**src/hw/tmc_pkg.sv**
```systemverilog
package tmc_pkg;

   // Special function register addresses.
   localparam logic [7:0] ADDR_TCTRL = 8'h88;
   localparam logic [7:0] ADDR_TMODE = 8'h89;
   localparam logic [7:0] ADDR_FIRST_LOW = 8'h8a;
   localparam logic [7:0] ADDR_SECOND_LOW = 8'h8b;
   localparam logic [7:0] ADDR_FIRST_HIGH = 8'h8c;
   localparam logic [7:0] ADDR_SECOND_HIGH = 8'h8d;
   localparam logic [7:0] ADDR_RATE_CTRL = 8'h8e;

   // Reset values.
   localparam logic [7:0] RST_TCTRL = 8'h00;
   localparam logic [7:0] RST_TMODE = 8'h00;
   localparam logic [7:0] RST_COUNT = 8'h00;
   localparam logic [7:0] RST_RATE_CTRL = 8'h01;
   localparam logic [7:0] RST_RDATA = 8'h00;

   // Bit positions in timer_control_flags.
   localparam int unsigned BIT_SECOND_OVF = 7;
   localparam int unsigned BIT_SECOND_RUN = 6;
   localparam int unsigned BIT_FIRST_OVF = 5;
   localparam int unsigned BIT_FIRST_RUN = 4;
   localparam int unsigned BIT_SECOND_IRQ_DET = 3;
   localparam int unsigned BIT_SECOND_IRQ_TYPE = 2;
   localparam int unsigned BIT_FIRST_IRQ_DET = 1;
   localparam int unsigned BIT_FIRST_IRQ_TYPE = 0;

   // Field positions in timer_mode_select.
   localparam int unsigned TMODE_SECOND_LSB = 4;
   localparam int unsigned TMODE_FIRST_LSB = 0;

   // Rate bits in clock_rate_control.
   localparam int unsigned BIT_FIRST_RATE = 3;
   localparam int unsigned BIT_SECOND_RATE = 4;

   // Mode numbers.
   localparam logic [1:0] MODE_13BIT = 2'h0;
   localparam logic [1:0] MODE_16BIT = 2'h1;
   localparam logic [1:0] MODE_RELOAD = 2'h2;
   localparam logic [1:0] MODE_SPLIT = 2'h3;

   // Prescaler: last count of the 12-cycle period and of each 4-cycle quarter.
   localparam logic [3:0] PRESC_LAST = 4'hb;
   localparam logic [1:0] QUARTER_LAST = 2'h3;
   localparam logic [3:0] PRESC_RST = 4'h0;

   // Pin history reset values: interrupt pins idle high, count pins low.
   localparam logic [1:0] IRQ_PREV_RST = 2'h3;
   localparam logic [1:0] COUNT_PREV_RST = 2'h0;
   localparam logic [1:0] PULSE_RST = 2'h0;

   typedef struct packed {
      logic gate;
      logic count_sel;
      logic [1:0] mode;
   } tmc_timer_cfg_s;

   typedef struct packed {
      logic [7:0] addr;
      logic wr;
      logic rd;
      logic [7:0] wdata;
   } tmc_sfr_req_s;

   typedef struct packed {
      logic [7:0] tctrl;
      logic [7:0] tmode;
      logic [7:0] rate_ctrl;
      logic [7:0] first_low;
      logic [7:0] first_high;
      logic [7:0] second_low;
      logic [7:0] second_high;
      logic [3:0] presc;
      logic [1:0] count_prev;
      logic [1:0] irq_prev;
      logic [1:0] ovf_pulse;
      logic [7:0] rdata;
   } tmc_state_s;

   localparam tmc_state_s STATE_RST = '{
      tctrl: RST_TCTRL,
      tmode: RST_TMODE,
      rate_ctrl: RST_RATE_CTRL,
      first_low: RST_COUNT,
      first_high: RST_COUNT,
      second_low: RST_COUNT,
      second_high: RST_COUNT,
      presc: PRESC_RST,
      count_prev: COUNT_PREV_RST,
      irq_prev: IRQ_PREV_RST,
      ovf_pulse: PULSE_RST,
      rdata: RST_RDATA
   };

endpackage : tmc_pkg

```
**src/hw/tmc_inc_gate.sv**
```systemverilog
`timescale 1ns/100ps
`default_nettype none

// Decides whether one counter advances in this cycle.
module tmc_inc_gate (
   input wire logic i_run,
   input wire logic i_gate,
   input wire logic i_irq_level,
   input wire logic i_count_sel,
   input wire logic i_fast_rate,
   input wire logic i_tick4,
   input wire logic i_tick12,
   input wire logic i_count_fall,
   output logic o_inc
);

   logic source_event;

   always_comb begin
      if (i_count_sel) begin
         source_event = i_count_fall;
      end else begin
         source_event = i_fast_rate ? i_tick4 : i_tick12;
      end
   end

   assign o_inc = i_run & (~i_gate | i_irq_level) & source_event;

endmodule : tmc_inc_gate

`default_nettype wire

```
**src/hw/tmc_timers.sv**
```systemverilog
// Functional notes
// - Mode 0 counts 13 bits: low five bits of low byte plus high byte.
// - Mode 0 wrap from all ones sets overflow flag and one-cycle output pulse.
// - Counting proceeds only when gate is 0 or the interrupt pin is high.
// - Mode 1 counts all sixteen bits; flags, pulse and gating as mode 0.
// - Mode 2: low byte counts, high byte reloads it after all ones.
// - Source select picks prescaled core clock or external count pin.
// - Mode register: second timer fields in bits 7-4, first in 3-0.
// - Modes 0-2 on both timers; split mode 3 only on first timer.
// - Timers count only while run bit set, except the second while the first is split; run bits at 6 and 4.
// - Edge mode: falling pin edge sets flag; vectoring or software clears it.
// - Level mode: flag follows inverted pin; software writes ignored.
// - Type bit 1 selects edge, 0 level; bits 2 and 0.
// - Counter mode advances once per falling edge on the count pin.
// - Rate bit 1 gives every 4 clocks, 0 every 12; ignored as counter.
// - Split mode borrows second run and overflow bits; second timer holds in mode 3.
`timescale 1ns/100ps
`default_nettype none

module tmc_timers (
   input wire logic i_clk,
   input wire logic i_sys_rst,
   input wire tmc_pkg::tmc_sfr_req_s i_sfr,
   output logic [7:0] o_sfr_rdata,
   input wire logic i_first_ext_irq_pin_n,
   input wire logic i_second_ext_irq_pin_n,
   input wire logic i_first_count_pin,
   input wire logic i_second_count_pin,
   input wire logic i_vector_first_timer,
   input wire logic i_vector_second_timer,
   input wire logic i_vector_first_ext_irq,
   input wire logic i_vector_second_ext_irq,
   output logic o_first_overflow_pulse,
   output logic o_second_overflow_pulse
);

   tmc_pkg::tmc_state_s st;
   tmc_pkg::tmc_state_s next_st;

   tmc_pkg::tmc_timer_cfg_s cfg_first;
   tmc_pkg::tmc_timer_cfg_s cfg_second;
   logic tick4;
   logic tick12;
   logic [1:0] irq_level;
   logic [1:0] count_pin;
   logic [1:0] count_fall;
   logic [1:0] irq_fall;
   logic first_split;
   logic second_run;
   logic inc_first;
   logic inc_second;
   logic inc_split_high;
   logic sel_tctrl;
   logic sel_tmode;
   logic sel_first_low;
   logic sel_second_low;
   logic sel_first_high;
   logic sel_second_high;
   logic sel_rate_ctrl;

   // Returns {overflow, high, low} after one step of modes 0 to 2.
   function automatic logic [16:0] tmc_step(
      input logic [1:0] mode,
      input logic [7:0] low,
      input logic [7:0] high,
      input logic en
   );
      logic [16:0] res;
      logic [12:0] c13;
      logic [15:0] c16;
      res = {1'b0, high, low};
      c13 = {high, low[4:0]} + 13'h0001;
      c16 = {high, low} + 16'h0001;
      if (en) begin
         case (mode)
            tmc_pkg::MODE_13BIT: begin
               // Upper three low-byte bits are left untouched.
               res = {&{high, low[4:0]}, c13[12:5], low[7:5], c13[4:0]};
            end
            tmc_pkg::MODE_16BIT: begin
               res = {&{high, low}, c16};
            end
            tmc_pkg::MODE_RELOAD: begin
               if (&low) begin
                  res = {1'b1, high, high};
               end else begin
                  res = {1'b0, high, low + 8'h01};
               end
            end
            tmc_pkg::MODE_SPLIT: begin
               // The second timer holds its count while set to mode 3.
               res = {1'b0, high, low};
            end
            default: begin
               res = {1'b0, high, low};
            end
         endcase
      end
      return res;
   endfunction : tmc_step

   assign cfg_first = tmc_pkg::tmc_timer_cfg_s'(st.tmode[tmc_pkg::TMODE_FIRST_LSB +: 4]);
   assign cfg_second = tmc_pkg::tmc_timer_cfg_s'(st.tmode[tmc_pkg::TMODE_SECOND_LSB +: 4]);
   assign tick4 = (st.presc[1:0] == tmc_pkg::QUARTER_LAST);
   assign tick12 = (st.presc == tmc_pkg::PRESC_LAST);
   assign irq_level = {i_second_ext_irq_pin_n, i_first_ext_irq_pin_n};
   assign count_pin = {i_second_count_pin, i_first_count_pin};
   // A count pin pulse shorter than one clock can be missed, as pins are sampled once a clock.
   assign count_fall = st.count_prev & ~count_pin;
   assign irq_fall = st.irq_prev & ~irq_level;
   assign first_split = (cfg_first.mode == tmc_pkg::MODE_SPLIT);

   // One match line per register, shared by the write and the read decode.
   assign sel_tctrl = (i_sfr.addr == tmc_pkg::ADDR_TCTRL);
   assign sel_tmode = (i_sfr.addr == tmc_pkg::ADDR_TMODE);
   assign sel_first_low = (i_sfr.addr == tmc_pkg::ADDR_FIRST_LOW);
   assign sel_second_low = (i_sfr.addr == tmc_pkg::ADDR_SECOND_LOW);
   assign sel_first_high = (i_sfr.addr == tmc_pkg::ADDR_FIRST_HIGH);
   assign sel_second_high = (i_sfr.addr == tmc_pkg::ADDR_SECOND_HIGH);
   assign sel_rate_ctrl = (i_sfr.addr == tmc_pkg::ADDR_RATE_CTRL);

   // While the first timer is split, the second timer runs whenever its mode is not 3.
   assign second_run = (first_split | st.tctrl[tmc_pkg::BIT_SECOND_RUN])
      & (cfg_second.mode != tmc_pkg::MODE_SPLIT);

   tmc_inc_gate u_gate_first (
      .i_run(st.tctrl[tmc_pkg::BIT_FIRST_RUN]),
      .i_gate(cfg_first.gate),
      .i_irq_level(irq_level[0]),
      .i_count_sel(cfg_first.count_sel),
      .i_fast_rate(st.rate_ctrl[tmc_pkg::BIT_FIRST_RATE]),
      .i_tick4(tick4),
      .i_tick12(tick12),
      .i_count_fall(count_fall[0]),
      .o_inc(inc_first)
   );

   tmc_inc_gate u_gate_second (
      .i_run(second_run),
      .i_gate(cfg_second.gate),
      .i_irq_level(irq_level[1]),
      .i_count_sel(cfg_second.count_sel),
      .i_fast_rate(st.rate_ctrl[tmc_pkg::BIT_SECOND_RATE]),
      .i_tick4(tick4),
      .i_tick12(tick12),
      .i_count_fall(count_fall[1]),
      .o_inc(inc_second)
   );

   // The split high half only counts the prescaled clock, under the second run bit.
   tmc_inc_gate u_gate_split_high (
      .i_run(st.tctrl[tmc_pkg::BIT_SECOND_RUN] & first_split),
      .i_gate(1'b0),
      .i_irq_level(1'b1),
      .i_count_sel(1'b0),
      .i_fast_rate(st.rate_ctrl[tmc_pkg::BIT_FIRST_RATE]),
      .i_tick4(tick4),
      .i_tick12(tick12),
      .i_count_fall(1'b0),
      .o_inc(inc_split_high)
   );

   always_comb begin
      logic [16:0] step_first;
      logic [16:0] step_second;
      logic ovf_first;
      logic ovf_second_flag;
      logic ovf_second_timer;
      logic [7:0] tctrl_n;
      next_st = st;
      ovf_first = 1'b0;
      ovf_second_flag = 1'b0;
      tctrl_n = st.tctrl;
      step_first = tmc_step(cfg_first.mode, st.first_low, st.first_high, inc_first);
      step_second = tmc_step(cfg_second.mode, st.second_low, st.second_high, inc_second);
      ovf_second_timer = step_second[16];

      // The prescaler is shared, so timers set to the same rate tick on the same edges.
      next_st.presc = tick12 ? tmc_pkg::PRESC_RST : st.presc + 4'h1;
      next_st.count_prev = count_pin;
      next_st.irq_prev = irq_level;

      // In split mode the high half borrows the second timer's run bit and overflow flag.
      if (first_split) begin
         next_st.first_low = st.first_low + {7'h00, inc_first};
         next_st.first_high = st.first_high + {7'h00, inc_split_high};
         ovf_first = inc_first & (&st.first_low);
         ovf_second_flag = inc_split_high & (&st.first_high);
      end else begin
         next_st.first_low = step_first[7:0];
         next_st.first_high = step_first[15:8];
         ovf_first = step_first[16];
         ovf_second_flag = ovf_second_timer;
      end
      next_st.second_low = step_second[7:0];
      next_st.second_high = step_second[15:8];
      next_st.ovf_pulse = {ovf_second_flag, ovf_first};

      // Software writes to count bytes take priority over the increment.
      if (i_sfr.wr && sel_tmode) begin
         next_st.tmode = i_sfr.wdata;
      end
      if (i_sfr.wr && sel_first_low) begin
         next_st.first_low = i_sfr.wdata;
      end
      if (i_sfr.wr && sel_second_low) begin
         next_st.second_low = i_sfr.wdata;
      end
      if (i_sfr.wr && sel_first_high) begin
         next_st.first_high = i_sfr.wdata;
      end
      if (i_sfr.wr && sel_second_high) begin
         next_st.second_high = i_sfr.wdata;
      end
      if (i_sfr.wr && sel_rate_ctrl) begin
         next_st.rate_ctrl = i_sfr.wdata;
      end

      if (i_sfr.wr && sel_tctrl) begin
         tctrl_n = i_sfr.wdata;
      end
      // Vectoring to a timer's service routine clears its overflow flag.
      if (i_vector_first_timer) begin
         tctrl_n[tmc_pkg::BIT_FIRST_OVF] = 1'b0;
      end
      if (i_vector_second_timer) begin
         tctrl_n[tmc_pkg::BIT_SECOND_OVF] = 1'b0;
      end
      // Hardware set wins over any clear in the same cycle.
      if (ovf_first) begin
         tctrl_n[tmc_pkg::BIT_FIRST_OVF] = 1'b1;
      end
      if (ovf_second_flag) begin
         tctrl_n[tmc_pkg::BIT_SECOND_OVF] = 1'b1;
      end

      // The type bit acts from the cycle after it is written.
      if (st.tctrl[tmc_pkg::BIT_FIRST_IRQ_TYPE]) begin
         if (i_vector_first_ext_irq) begin
            tctrl_n[tmc_pkg::BIT_FIRST_IRQ_DET] = 1'b0;
         end
         if (irq_fall[0]) begin
            tctrl_n[tmc_pkg::BIT_FIRST_IRQ_DET] = 1'b1;
         end
      end else begin
         tctrl_n[tmc_pkg::BIT_FIRST_IRQ_DET] = ~irq_level[0];
      end
      if (st.tctrl[tmc_pkg::BIT_SECOND_IRQ_TYPE]) begin
         if (i_vector_second_ext_irq) begin
            tctrl_n[tmc_pkg::BIT_SECOND_IRQ_DET] = 1'b0;
         end
         if (irq_fall[1]) begin
            tctrl_n[tmc_pkg::BIT_SECOND_IRQ_DET] = 1'b1;
         end
      end else begin
         tctrl_n[tmc_pkg::BIT_SECOND_IRQ_DET] = ~irq_level[1];
      end
      next_st.tctrl = tctrl_n;

      if (i_sfr.rd) begin
         // Unmapped addresses read as zero.
         next_st.rdata = tmc_pkg::RST_RDATA;
         if (sel_tctrl) begin
            next_st.rdata = st.tctrl;
         end
         if (sel_tmode) begin
            next_st.rdata = st.tmode;
         end
         if (sel_first_low) begin
            next_st.rdata = st.first_low;
         end
         if (sel_second_low) begin
            next_st.rdata = st.second_low;
         end
         if (sel_first_high) begin
            next_st.rdata = st.first_high;
         end
         if (sel_second_high) begin
            next_st.rdata = st.second_high;
         end
         if (sel_rate_ctrl) begin
            next_st.rdata = st.rate_ctrl;
         end
      end
   end

   always_ff @(posedge i_clk or posedge i_sys_rst) begin
      if (i_sys_rst) begin
         st <= tmc_pkg::STATE_RST;
      end else begin
         st <= next_st;
      end
   end

   assign o_sfr_rdata = st.rdata;
   assign o_first_overflow_pulse = st.ovf_pulse[0];
   assign o_second_overflow_pulse = st.ovf_pulse[1];

endmodule : tmc_timers

`default_nettype wire

```
**config.mk**
```make
export PLATFORM = sky130hd
export DESIGN_NAME = tmc_timers
export DESIGN_NICKNAME = d
export VERILOG_FILES = /design/src/hw/tmc_pkg.sv /design/src/hw/tmc_inc_gate.sv /design/src/hw/tmc_timers.sv
export SDC_FILE = /design/constraint.sdc
export NUM_CORES = 1
export LEC_CHECK = 0
export ABC_CLOCK_PERIOD_IN_PS = 3160
export BUFFER_PORTS_ARGS = -buffer_cell sky130_fd_sc_hd__buf_2
export CORE_MARGIN = 1.5
export CORE_UTILIZATION = 57
export DETAILED_ROUTE_END_ITERATION = 8
export PLACE_DENSITY = 0.72
export SLEW_MARGIN = 5
export SYNTH_ARGS = -nofsm -noshare
export SYNTH_HDL_FRONTEND = slang
export SYNTH_HIERARCHICAL = 1
export SYNTH_SLANG_ARGS = --single-unit
```
**constraint.sdc**
```tcl
create_clock -name i_clk -period 3.16 [get_ports i_clk]
set_input_delay 0.632 -clock i_clk [delete_from_list [all_inputs] [get_ports i_clk]]
set_output_delay 0.632 -clock i_clk [all_outputs]
set_load 0.005 [all_outputs]
```
==> results of run 1 <==
-- final cells by class --
class	count	area share, %
Multi-Input combinational cell	480	55.6
Sequential cell	74	31.5
Timing Repair Buffer	49	4.88
Tap cell	129	2.74
Clock buffer	11	2.40
Inverter	25	1.59
Clock inverter	5	1.32
-- cells in the final DEF (no fill, tap or decap), drive strengths merged, types with 11 or more instances in the layout --
| master | instances |
|---|---|
| ha | 13 |
| mux2 | 17 |
| nand4 | 15 |
| inv | 25 |
| buf | 49 |
| nand3 | 21 |
| a31oi | 14 |
| nand2b | 14 |
| a21oi | 27 |
| o21ai | 48 |
| xnor2 | 14 |
| nand2 | 56 |
| nor3 | 25 |
| nor2 | 49 |
| clkbuf | 11 |
| dfrtp | 71 |
| xor2 | 20 |
-- state kept, by name (all words and copies together), names as in the netlist --
signal,count
cfg_second,4
o_sfr_rdata,8
o_second_overflow_pulse,1
o_first_overflow_pulse,1
cfg_first,4
st,56
-- final timing paths --
path,start,to,slack (ns),depth (start not counted)
max reg2reg,st[14]$_DFF_PP0_,st[46]$_DFFE_PP0P_,0.37,10
min,i_sys_rst,st[68]$_DFFE_PP0N_,0.35,2
max,st[14]$_DFF_PP0_,st[46]$_DFFE_PP0P_,0.37,10
min reg2reg,st[14]$_DFF_PP0_,st[14]$_DFF_PP0_,0.46,1
max in group asynchronous,i_sys_rst,st[25]$_DFFE_PP0P_,2.11,3
min in group i_clk,i_second_count_pin,st[13]$_DFF_PP0_,0.39,1
-- kinds of logic after synthesis --
logic type	after synthesis	share of synthesized area, %
simple gates	224	21.3
mux	33	8.43
buf+inv	79	6.74
fa+ha+maj	13	2.96
flops	74	33.8
other cells	2	0.137
compound gates	171	21.2
xor+xnor	34	5.42
-- per-layer routing --
metal  track usage, %  vias up
met2             47.6      257
met3             8.28       48
met5                0        -
met1             49.4     2448
met4             15.3        0
li1                 -     2312
-- worst max-delay path: stages, from the launching register on --
cell and delay [ns]:
dfrtp_1 0.37, ha_1 0.27, inv_1 0.06, nor2_1 0.22
mux2_1 0.18, o2111a_1 0.29, nor2b_1 0.33, buf_4 0.19
a21boi_0 0.40, nand2_1 0.11, a221oi_1 0.27
-- power breakdown --
| part | switching [mW] | internal (mW) | leakage (nW) |
|---|---|---|---|
| clock | 0.369 | 0.464 | 0.109 |
| sequential | 0.239 | 1.04 | 0.977 |
| combinational | 0.260 | 0.226 | 1.38 |
| total | 0.868 | 1.73 | 2.47 |
-- stage by stage --
stage / utilization [%] / hold WS (ns)
global route: 63.5 / 0.379
finish: 63.5 / 0.355
CTS: 63.5 / 0.370
detailed placement: 61.1 / 0.448
global placement: 61.1 / 0.441
floorplan: - / 0.432
==> out/qor.txt, run 1 <==
TNS Setup -> 0 ns
DR top layer -> met4
Clock latency at the later pin of the worst-skew pair -> 0.35 ns
Avg Inst Size Synth -> 8.72 µm²
CP arrival -> 3.04 ns
Asr flop ratio synth -> 100%
DR vias -> 5065
Layout cell share with drive strength beyond 1 -> 15.8%
Buffers on Ports -> 37
WL met1 -> 7110 µm
Pre-antenna DRT Iters -> 6
First-pass GRT wire length -> 25900 µm
Synth Flop Type -> dfrtp_1
Inserted Diodes -> 0
Hold/Removal Path Class -> in2async
Dpl cells -> 757
Critical setup path kind -> reg2reg
Final antenna-violating net count -> 0
Clock Skew -> 0.00649 ns
Drt drc -> 0
EDFF count, synth -> 0
Endpoints failing setup -> 0
#FFs+latches synth -> 74
CTS tree -> done
RSZ-0062 raised after global routing -> no
P_leak -> 2.47 nW
Finished Cell Area -> 5890 µm²
FMAX -> 359 MHz
WL/cell -> 21.1 µm
Synth top area cells -> dfrtp_1 32%, o21ai_0 4.3%, nand2_1 3.8%
Final Cycle Share -> 88.3%
Grt total ovfl -> 0
Cts bufs inserted -> 9
Synth top area share -> 32.4%
Clock root buffer -> clkbuf_8
Hpwl dp -> 12000 µm
Count of non-filler cells in the finished layout -> 773
DRT Wirelength -> 16300 µm
Pin count of the biggest net entering global routing -> 46
Layout Area Growth over Synthesis -> 7.34%
Die ar. -> 10200 µm²
Post-Syn Area -> 5490 µm²
Top post-synthesis cells by count -> 71 x dfrtp_1, 55 x nand2_1, 49 x nor2_1, 47 x o21ai_0, 27 x a21oi_1
Power Density -> 440 nW/µm²
Crit path required time -> 3.41 ns
Max Fanout on Critical Path -> 6
Post-CTS setup buffers -> 0
Initial antenna violation count -> 0
Core ar. -> 9280 µm²
Run status -> completed
GP Congestion -> 0.946
DR iter-0 viols -> 396
Maximum root-to-sink buffer count -> 2
Ys Warns -> 6
Max transition margin -> 53.5%
Vias per cell -> 6.55
Clock sinks -> 74
Setup crit start kind -> flip-flop
Netlist cell types -> 75
Final net count -> 680
Hold buffer count at CTS -> 0
Most instantiated library cell after synthesis -> dfrtp_1
Pre-CTS setup slack -> 0.441 ns
Sequential area share after synthesis -> 33.8%
Die width -> 101 µm
Area occupied by multi-input gates -> 3280 µm²
Placed inst area -> 5680 µm²
# IOs -> 38
CTS resizes -> 0
Worst setup margin -> 0.371 ns
Max Slew Vio Count -> 0
Total chip power -> 2.60 mW
Htree depth -> 3
Initial core utilization -> 59.2%
Post-layout min period -> 2.79 ns
Critical path capture point type -> flip-flop
Rows -> 35
Die height -> 101 µm
Register area -> 1860 µm²
Total of max-cap violations -> 0
GRT Resource Usage Total -> 33.9%
Hold Fails Final Rpt -> 0
Met2 wire len -> 7070 µm
Leading area contributor after synthesis -> dfrtp_1
Post-Syn Instances -> 630
# fillers -> 826
Worst-Margin Slew -> 0.692 ns
Clock-pin slew on the worst setup and hold paths -> 0.08 ns
Met3 Wirelength -> 1610 µm
Worst VDD drop -> 337 µV
Vias in the first global route -> 4678
No activity file was read; power rests on OpenSTA's default activity.
==> run 2: changes to the inputs <==
Settings changed: CORE_MARGIN 1.5 to 1, SYNTH_HIERARCHICAL 1 to unset.
==> run 2 against run 1 <==
Against the previous run:
- total power decreased by 8.7%
- synthesized cell count shrank 2.9%
- setup slack improved by 0.13 ns
- fmax grew 5.1%
- core utilization shrank 0.85 points
- sequential cell count unchanged
- register-to-register slack better by 0.13 ns
- clock power fell by 4.6%
- global-route usage fell by 0.82 points
- first-iteration DRC count increased by 27%
- design area is 0.87% lower
- sequential share of layout area grew 0.28 points
- critical endpoint is now st[48]$_DFFE_PP0P_
==> out/qor.txt, run 2 <==
Die height -> 101 µm (-0.49%)
Rows -> 35 (unchanged)
Clock Skew -> 0.0210 ns (+0.0146 ns)
DR iter-0 viols -> 501 (+27%)
Grt total ovfl -> 0 (unchanged)
Most instantiated library cell after synthesis -> dfrtp_1
Die width -> 101 µm (-0.49%)
Switching share of power -> 33.2% (-0.26 points)
Run status -> completed
Die ar. -> 10100 µm² (-0.99%)
Fin Hold WS -> 0.388 ns (+0.0337 ns)
Hold Fails Final Rpt -> 0 (unchanged)
Final antenna-violating net count -> 0 (unchanged)
Layout cell share with drive strength beyond 1 -> 20.5% (+4.6 points)
Drt drc -> 0 (unchanged)
Post-CTS setup buffers -> 0 (unchanged)
GP Congestion -> 0.961 (+1.7%)
Htree depth -> 3 (unchanged)
Finished Cell Area -> 5840 µm² (-0.87%)
Pre-antenna DRT Iters -> 5 (-1)
Hold path cells -> 1
CP arrival -> 2.91 ns (-0.13 ns)
RSZ-0062 raised after global routing -> no
Worst-Margin Slew -> 0.954 ns (+0.262 ns)
Leading area contributor after synthesis -> dfrtp_1
Hpwl dp -> 10900 µm (-8.9%)
Vias in the first global route -> 4565 (-2.4%)
Dpl cells -> 728 (-3.8%)
CTS tree -> done
Maximum root-to-sink buffer count -> 2 (unchanged)
Cts bufs inserted -> 9 (unchanged)
Buffers on Ports -> 37 (unchanged)
Post-Synth Adder-Cell Area -> 2.93% (-0.030 points)
Hold buffer count at CTS -> 0 (unchanged)
Pin count of the biggest net entering global routing -> 75 (+63%)
Clock-pin slew on the worst setup and hold paths -> 0.08 ns (about the same)
Clock latency at the later pin of the worst-skew pair -> 0.37 ns (+0.02 ns)
Largest Register -> st
Synth top area share -> 32.0% (-0.33 points)
First-pass GRT wire length -> 25200 µm (-2.9%)
Most common cell after layout, fill and taps aside -> dfrtp_1
Register area -> 1860 µm² (unchanged)
Max transition margin -> 36.4% (-17 points)
Setup crit start kind -> flip-flop
Critical path capture point type -> flip-flop
# IOs -> 38 (unchanged)
Placed inst area -> 5640 µm² (-0.71%)
CTS resizes -> 0 (unchanged)
Count of non-filler cells in the finished layout -> 744 (-3.8%)
Synth Area in Compound Gates -> 20.8% (-0.40 points)
Reg power frac -> 50.8% (+1.6 points)
Inserted Diodes -> 0 (unchanged)
Worst setup margin -> 0.505 ns (+0.134 ns)
Commonest non-fill, non-tap cells in the layout -> 71 x dfrtp_1, 52 x nand2_1, 48 x nor2_1
Sequential area share after synthesis -> 33.4% (-0.34 points)
Netlist cell types -> 87 (+16%)
Avg Inst Size Synth -> 9.07 µm² (+4.0%)
Hold/Removal Path Class -> in2reg
Cell Int Power -> 1.58 mW (-8.3%)
Clock network fraction of design power -> 33.5% (+1.4 points)
Mapped Nets -> 653
DRT Wirelength -> 15700 µm (-3.5%)
Clock sinks -> 74 (unchanged)
Initial antenna violation count -> 0 (unchanged)
Final Cycle Share -> 84.0% (-4.2 points)
Post-Synth XOR/XNOR Area -> 4.26% (-1.2 points)
Pre-CTS setup slack -> 0.554 ns (+0.113 ns)
Endpoints failing setup -> 0 (unchanged)
WL/cell -> 21.2 µm (+0.31%)
Ys Warns -> 0 (-6)
Synth Flop Type -> dfrtp_1
Largest family of logic cells by synthesized area -> simple AND/OR/NAND/NOR gates
# fillers -> 821 (-0.61%)
P_leak -> 2.37 nW (-3.8%)
TNS Setup -> 0 ns (unchanged)
Crit path required time -> 3.42 ns (about the same)
Initial core utilization -> 59.5% (+0.33 points)
Worst VDD drop -> 222 µV (-34%)
Asr flop ratio synth -> 100% (unchanged)
Top post-synthesis cells by count -> 71 x dfrtp_1, 52 x nand2_1, 48 x nor2_1, 44 x a21oi_1, 34 x o21ai_0
Total of max-cap violations -> 0 (unchanged)
Post-Synth Simple-Gate Area -> 21.6% (+0.28 points)
Final net count -> 651 (-4.3%)
GRT Resource Usage Total -> 33.1% (-0.82 points)
Clock root buffer -> clkbuf_8
EDFF count, synth -> 0 (unchanged)
Vias per cell -> 6.67 (+1.8%)
Final Util -> 62.6% (-0.85 points)
Post-Syn Instances -> 612 (-2.9%)
Power Density -> 406 nW/µm² (-7.9%)
Sw Pwr -> 0.787 mW (-9.4%)
Max Fanout on Critical Path -> 7 (+1)
Post-layout min period -> 2.65 ns (-0.134 ns)
DR vias -> 4961 (-2.1%)
R2R cell count -> 11 (+1)
FMAX -> 377 MHz (+5.1%)
Synth top area cells -> dfrtp_1 32%, mux2_2 4.1%, a21oi_1 4.0%
Post-Syn Area -> 5550 µm² (+1.0%)
Critical setup path kind -> reg2reg
Layout Area Growth over Synthesis -> 5.32%
Area occupied by multi-input gates -> 3350 µm² (+2.3%)
Comb power frac -> 15.7% (-3.0 points)
Max reg flops -> 56 (unchanged)
Max Slew Vio Count -> 0 (unchanged)
Multiplexer share of the synthesized area -> 10.8% (+2.4 points)
Core ar. -> 9330 µm² (+0.47%)
#FFs+latches synth -> 74 (unchanged)
Total chip power -> 2.37 mW (-8.7%)
-- run 2: layer usage --
metal	share of wire [%]	up-vias	GRT usage, %
li1	-	2262	-
met1	44	2406	48.3
met2	45	258	49.3
met3	8.5	35	6.73
met4	3.2	0	10.4
met5	0	-	0
-- run 2: final cells by class --
| cell class | count | share of cell area (%) |
|---|---|---|
| tap | 129 | 2.76 |
| clock buffer | 10 | 2.36 |
| clock inverter | 6 | 1.20 |
| multi-input combinational | 471 | 57.3 |
| inverter | 12 | 0.771 |
| timing repair buffer | 42 | 3.81 |
| sequential | 74 | 31.8 |
-- run 2: power groups by stage --
stage                     Clock, mW  Sequential [mW]  Combinational (mW)
final                         0.795             1.20               0.371
after global routing          0.848             1.22               0.411
after CTS                     0.799             1.20               0.368
after detailed placement          0             1.21               0.367
after global placement            0             1.21               0.354
after floorplan                   0             1.09               0.358
-- run 2: worst max-delay path: stages (launching register included) --
cell and delay [ns]:
dfrtp_1 0.39, ha_1 0.29, nor2b_1 0.21, o21ai_2 0.13, a21oi_2 0.30, ha_1 0.28
ha_1 0.23, nand3_1 0.10, xor2_1 0.16, o21ai_0 0.17, a21oi_1 0.06, o31ai_1 0.23
-- run 2: kinds of logic (layout without fill, tap and decap cells) --
group	after synthesis	after routing
mux	46	46
flops	74	74
simple gates	214	214
buf+inv	67	70
xor+xnor	27	27
compound gates	171	171
fa+ha+maj	13	13
-- run 2: final timing paths --
kind	from	to	slack, ns
worst max-delay path	st[14]$_DFF_PP0_	st[48]$_DFFE_PP0P_	0.51
worst min-delay path	i_first_ext_irq_pin_n	st[10]$_DFF_PP1_	0.39
worst max register to register	st[14]$_DFF_PP0_	st[48]$_DFFE_PP0P_	0.51
worst min register to register	st[14]$_DFF_PP0_	st[14]$_DFF_PP0_	0.49
max in group asynchronous	i_sys_rst	st[57]$_DFFE_PP0P_	1.98
min in group asynchronous	i_sys_rst	cfg_second[0]$_DFFE_PP0P_	0.54
==> run 3: changes to the inputs <==
Settings changed: ABC_CLOCK_PERIOD_IN_PS 3160 to 2420, CORE_UTILIZATION 57 to 56, PLACE_DENSITY 0.72 to 0.74.
Clock period 3.16 ns to 2.42 ns, I/O delays scaled along.
==> run 3 against run 2 <==
Against the previous run:
- sequential power up 27%
- register-to-register slack worse by 0.33 ns
- core utilization up 1.6 points
- setup slack worse by 0.33 ns
- wire length up 1.7%
- non-clock buffer count up 27
- design area up 3.5%
- critical path depth unchanged
- total power up 26%
- hold slack worse by 0.33 ns
==> out/qor.txt, run 3 (same netlist as run 2, synthesis figures left out) <==
Grt total ovfl -> 0 (unchanged)
Die height -> 102 µm (+0.87%)
Slowest stage delay, CP -> 0.38 ns (about the same)
P_leak -> 2.50 nW (+5.3%)
Final antenna-violating net count -> 0 (unchanged)
Htree depth -> 3 (unchanged)
Max Slew Vio Count -> 0 (unchanged)
Pin count of the biggest net entering global routing -> 65 (-13%)
Rows -> 35 (unchanged)
Cts bufs inserted -> 9 (unchanged)
Inserted Diodes -> 0 (unchanged)
Hold/Removal Path Class -> in2async
Buffers on Ports -> 37 (unchanged)
Clock sinks -> 74 (unchanged)
CP max stage cell -> dfrtp_1
Commonest non-fill, non-tap cells in the layout -> 71 x dfrtp_1, 52 x nand2_1, 48 x nor2_1
Vias in the first global route -> 4821 (+5.6%)
Hold buffer count at CTS -> 0 (unchanged)
DRT Wirelength -> 16000 µm (+1.7%)
Pre-antenna DRT Iters -> 5 (unchanged)
Clock root buffer -> clkbuf_8
CP arrival -> 2.50 ns (-0.41 ns)
Setup crit start kind -> flip-flop
Worst setup margin -> 0.178 ns (-0.327 ns)
Final Util -> 64.2% (+1.6 points)
# IOs -> 38 (unchanged)
Switching share of power -> 34.1% (+0.92 points)
DR iter-0 viols -> 289 (-42%)
Layout cell share with drive strength beyond 1 -> 23.8% (+3.3 points)
Die ar. -> 10300 µm² (+1.8%)
Initial antenna violation count -> 0 (unchanged)
Global Route met1 Usage -> 44.3% (-4.0 points)
Final net count -> 678 (+4.1%)
Crit path required time -> 2.67 ns (-0.75 ns)
TNS Setup -> 0 ns (unchanged)
Worst-Margin Slew -> 0.559 ns (-0.395 ns)
Layout Area Growth over Synthesis -> 8.98%
CTS resizes -> 0 (unchanged)
Endpoints failing setup -> 0 (unchanged)
Max transition margin -> 62.2% (+26 points)
Maximum root-to-sink buffer count -> 2 (unchanged)
GRT busiest layer -> met2
GR Util met2 -> 53.3% (+4.1 points)
GRT Resource Usage Total -> 33.4% (+0.37 points)
Die width -> 102 µm (+0.87%)
Drt drc -> 0 (unchanged)
GP Congestion -> 0.945 (-1.7%)
Most common cell after layout, fill and taps aside -> dfrtp_1
Final Cycle Share -> 92.6% (+8.6 points)
Total of max-cap violations -> 0 (unchanged)
Pre-CTS setup slack -> 0.128 ns (-0.426 ns)
Clock Skew -> 0.0160 ns (-0.00500 ns)
CP dominant cell by count -> ha_1
Hpwl dp -> 11800 µm (+7.7%)
Dpl cells -> 755 (+3.7%)
Core ar. -> 9420 µm² (+0.94%)
Crit-path cells -> ha_1, nor2b_1, o21ai_2, a21oi_2, ha_1, ha_1, nand3_1, xor2_1, o21ai_0, a21oi_1, o31ai_1
Power Density -> 493 nW/µm² (+22%)
Max Fanout on Critical Path -> 5 (-2)
FMAX -> 446 MHz (+18%)
Clock network fraction of design power -> 29.0% (-4.5 points)
Hold Fails Final Rpt -> 0 (unchanged)
Worst VDD drop -> 302 µV (+36%)
Reg power frac -> 51.0% (+0.2 points)
Cell Int Power -> 1.97 mW (+24%)
Vias per cell -> 6.53 (-2.0%)
CTS tree -> done
Largest Register -> st
First-pass GRT wire length -> 25900 µm (+2.9%)
Clock latency at the later pin of the worst-skew pair -> 0.36 ns (about the same)
Count of non-filler cells in the finished layout -> 771 (+3.6%)
Sw Pwr -> 1.02 mW (+29%)
Critical setup path kind -> reg2reg
Run status -> completed
Total chip power -> 2.98 mW (+26%)
Max reg flops -> 56 (unchanged)
Initial core utilization -> 58.9% (-0.55 points)
Comb power frac -> 20.0% (+4.3 points)
Post-CTS setup buffers -> 0 (unchanged)
RSZ-0062 raised after global routing -> no
WL/cell -> 20.8 µm (-1.8%)
Critical path capture point type -> flip-flop
Post-layout min period -> 2.24 ns (-0.413 ns)
DR vias -> 5037 (+1.5%)
Clock-pin slew on the worst setup and hold paths -> 0.08 ns (about the same)
Met3 Usage GRT -> 5.18% (-1.6 points)
[run 3: changes by cell type in the layout (fill, tap and decap cells not counted), sizes merged]
cell      before  now
inv           15   12
clkbuf        10    9
bufinv         1    0
buf           42   69
clkinv         2    4
clkinvlp       0    3
[run 3: per-stage QoR]
step / cell area, µm² / hold slack, ns
3_5_place_dp: 5880 / 0.441
3_3_place_gp: 5880 / 0.440
5_1_grt: 6050 / 0.0696
6_report: 6050 / 0.0610
4_1_cts: 6050 / 0.0627
2_1_floorplan: 5550 / 0.427
[run 3: final timing paths]
kind                                        start                 end  slack [ns]  depth (start not counted)
min in group i_clk         i_second_ext_irq_pin_n    st[11]$_DFF_PP1_        0.25                          1
max in group asynchronous               i_sys_rst  st[50]$_DFFE_PP1P_        1.68                          3
setup reg to reg                 st[14]$_DFF_PP0_  st[48]$_DFFE_PP0P_        0.18                         11
hold / removal                          i_sys_rst  st[45]$_DFFE_PP0P_        0.06                          2
hold reg to reg                  st[14]$_DFF_PP0_    st[14]$_DFF_PP0_        0.47                          1
setup / recovery                 st[14]$_DFF_PP0_  st[48]$_DFFE_PP0P_        0.18                         11
[run 3: power by group through the flow]
stage	combinational (mW)	clock, mW	sequential [mW]
after floorplan	0.467	0	1.42
after global placement	0.569	0	1.53
after detailed placement	0.587	0	1.54
after CTS	0.590	0.868	1.51
after global routing	0.652	0.925	1.53
final	0.597	0.865	1.52
[run 3: cell type report]
class | count | area (µm²)
multi-input cells | 471 | 3350
inverters | 12 | 45.0
flip-flops and latches | 74 | 1860
clock buffers | 9 | 124
fillers | 781 | 3370
repair buffers | 69 | 463
clock inverters | 7 | 46.3
well taps | 129 | 161
[run 3: routing by layer]
metal,wire (µm),share of wire (%),vias up
li1,-,-,2317
met1,6630,41,2442
met2,7550,47,229
met3,1180,7.4,49
met4,649,4.1,0
met5,0,0,-
[run 3: worst max-delay path: cells and delay by family, from the launching register on]
| family | cells | cell delay, ns |
|---|---|---|
| flip-flops | 1 | 0.38 |
| XOR/XNOR | 1 | 0.15 |
| AND/OR/NAND/NOR | 2 | 0.26 |
| adder cells (fa/ha/maj) | 3 | 0.62 |
| AO/OA/AOI/OAI | 5 | 0.73 |
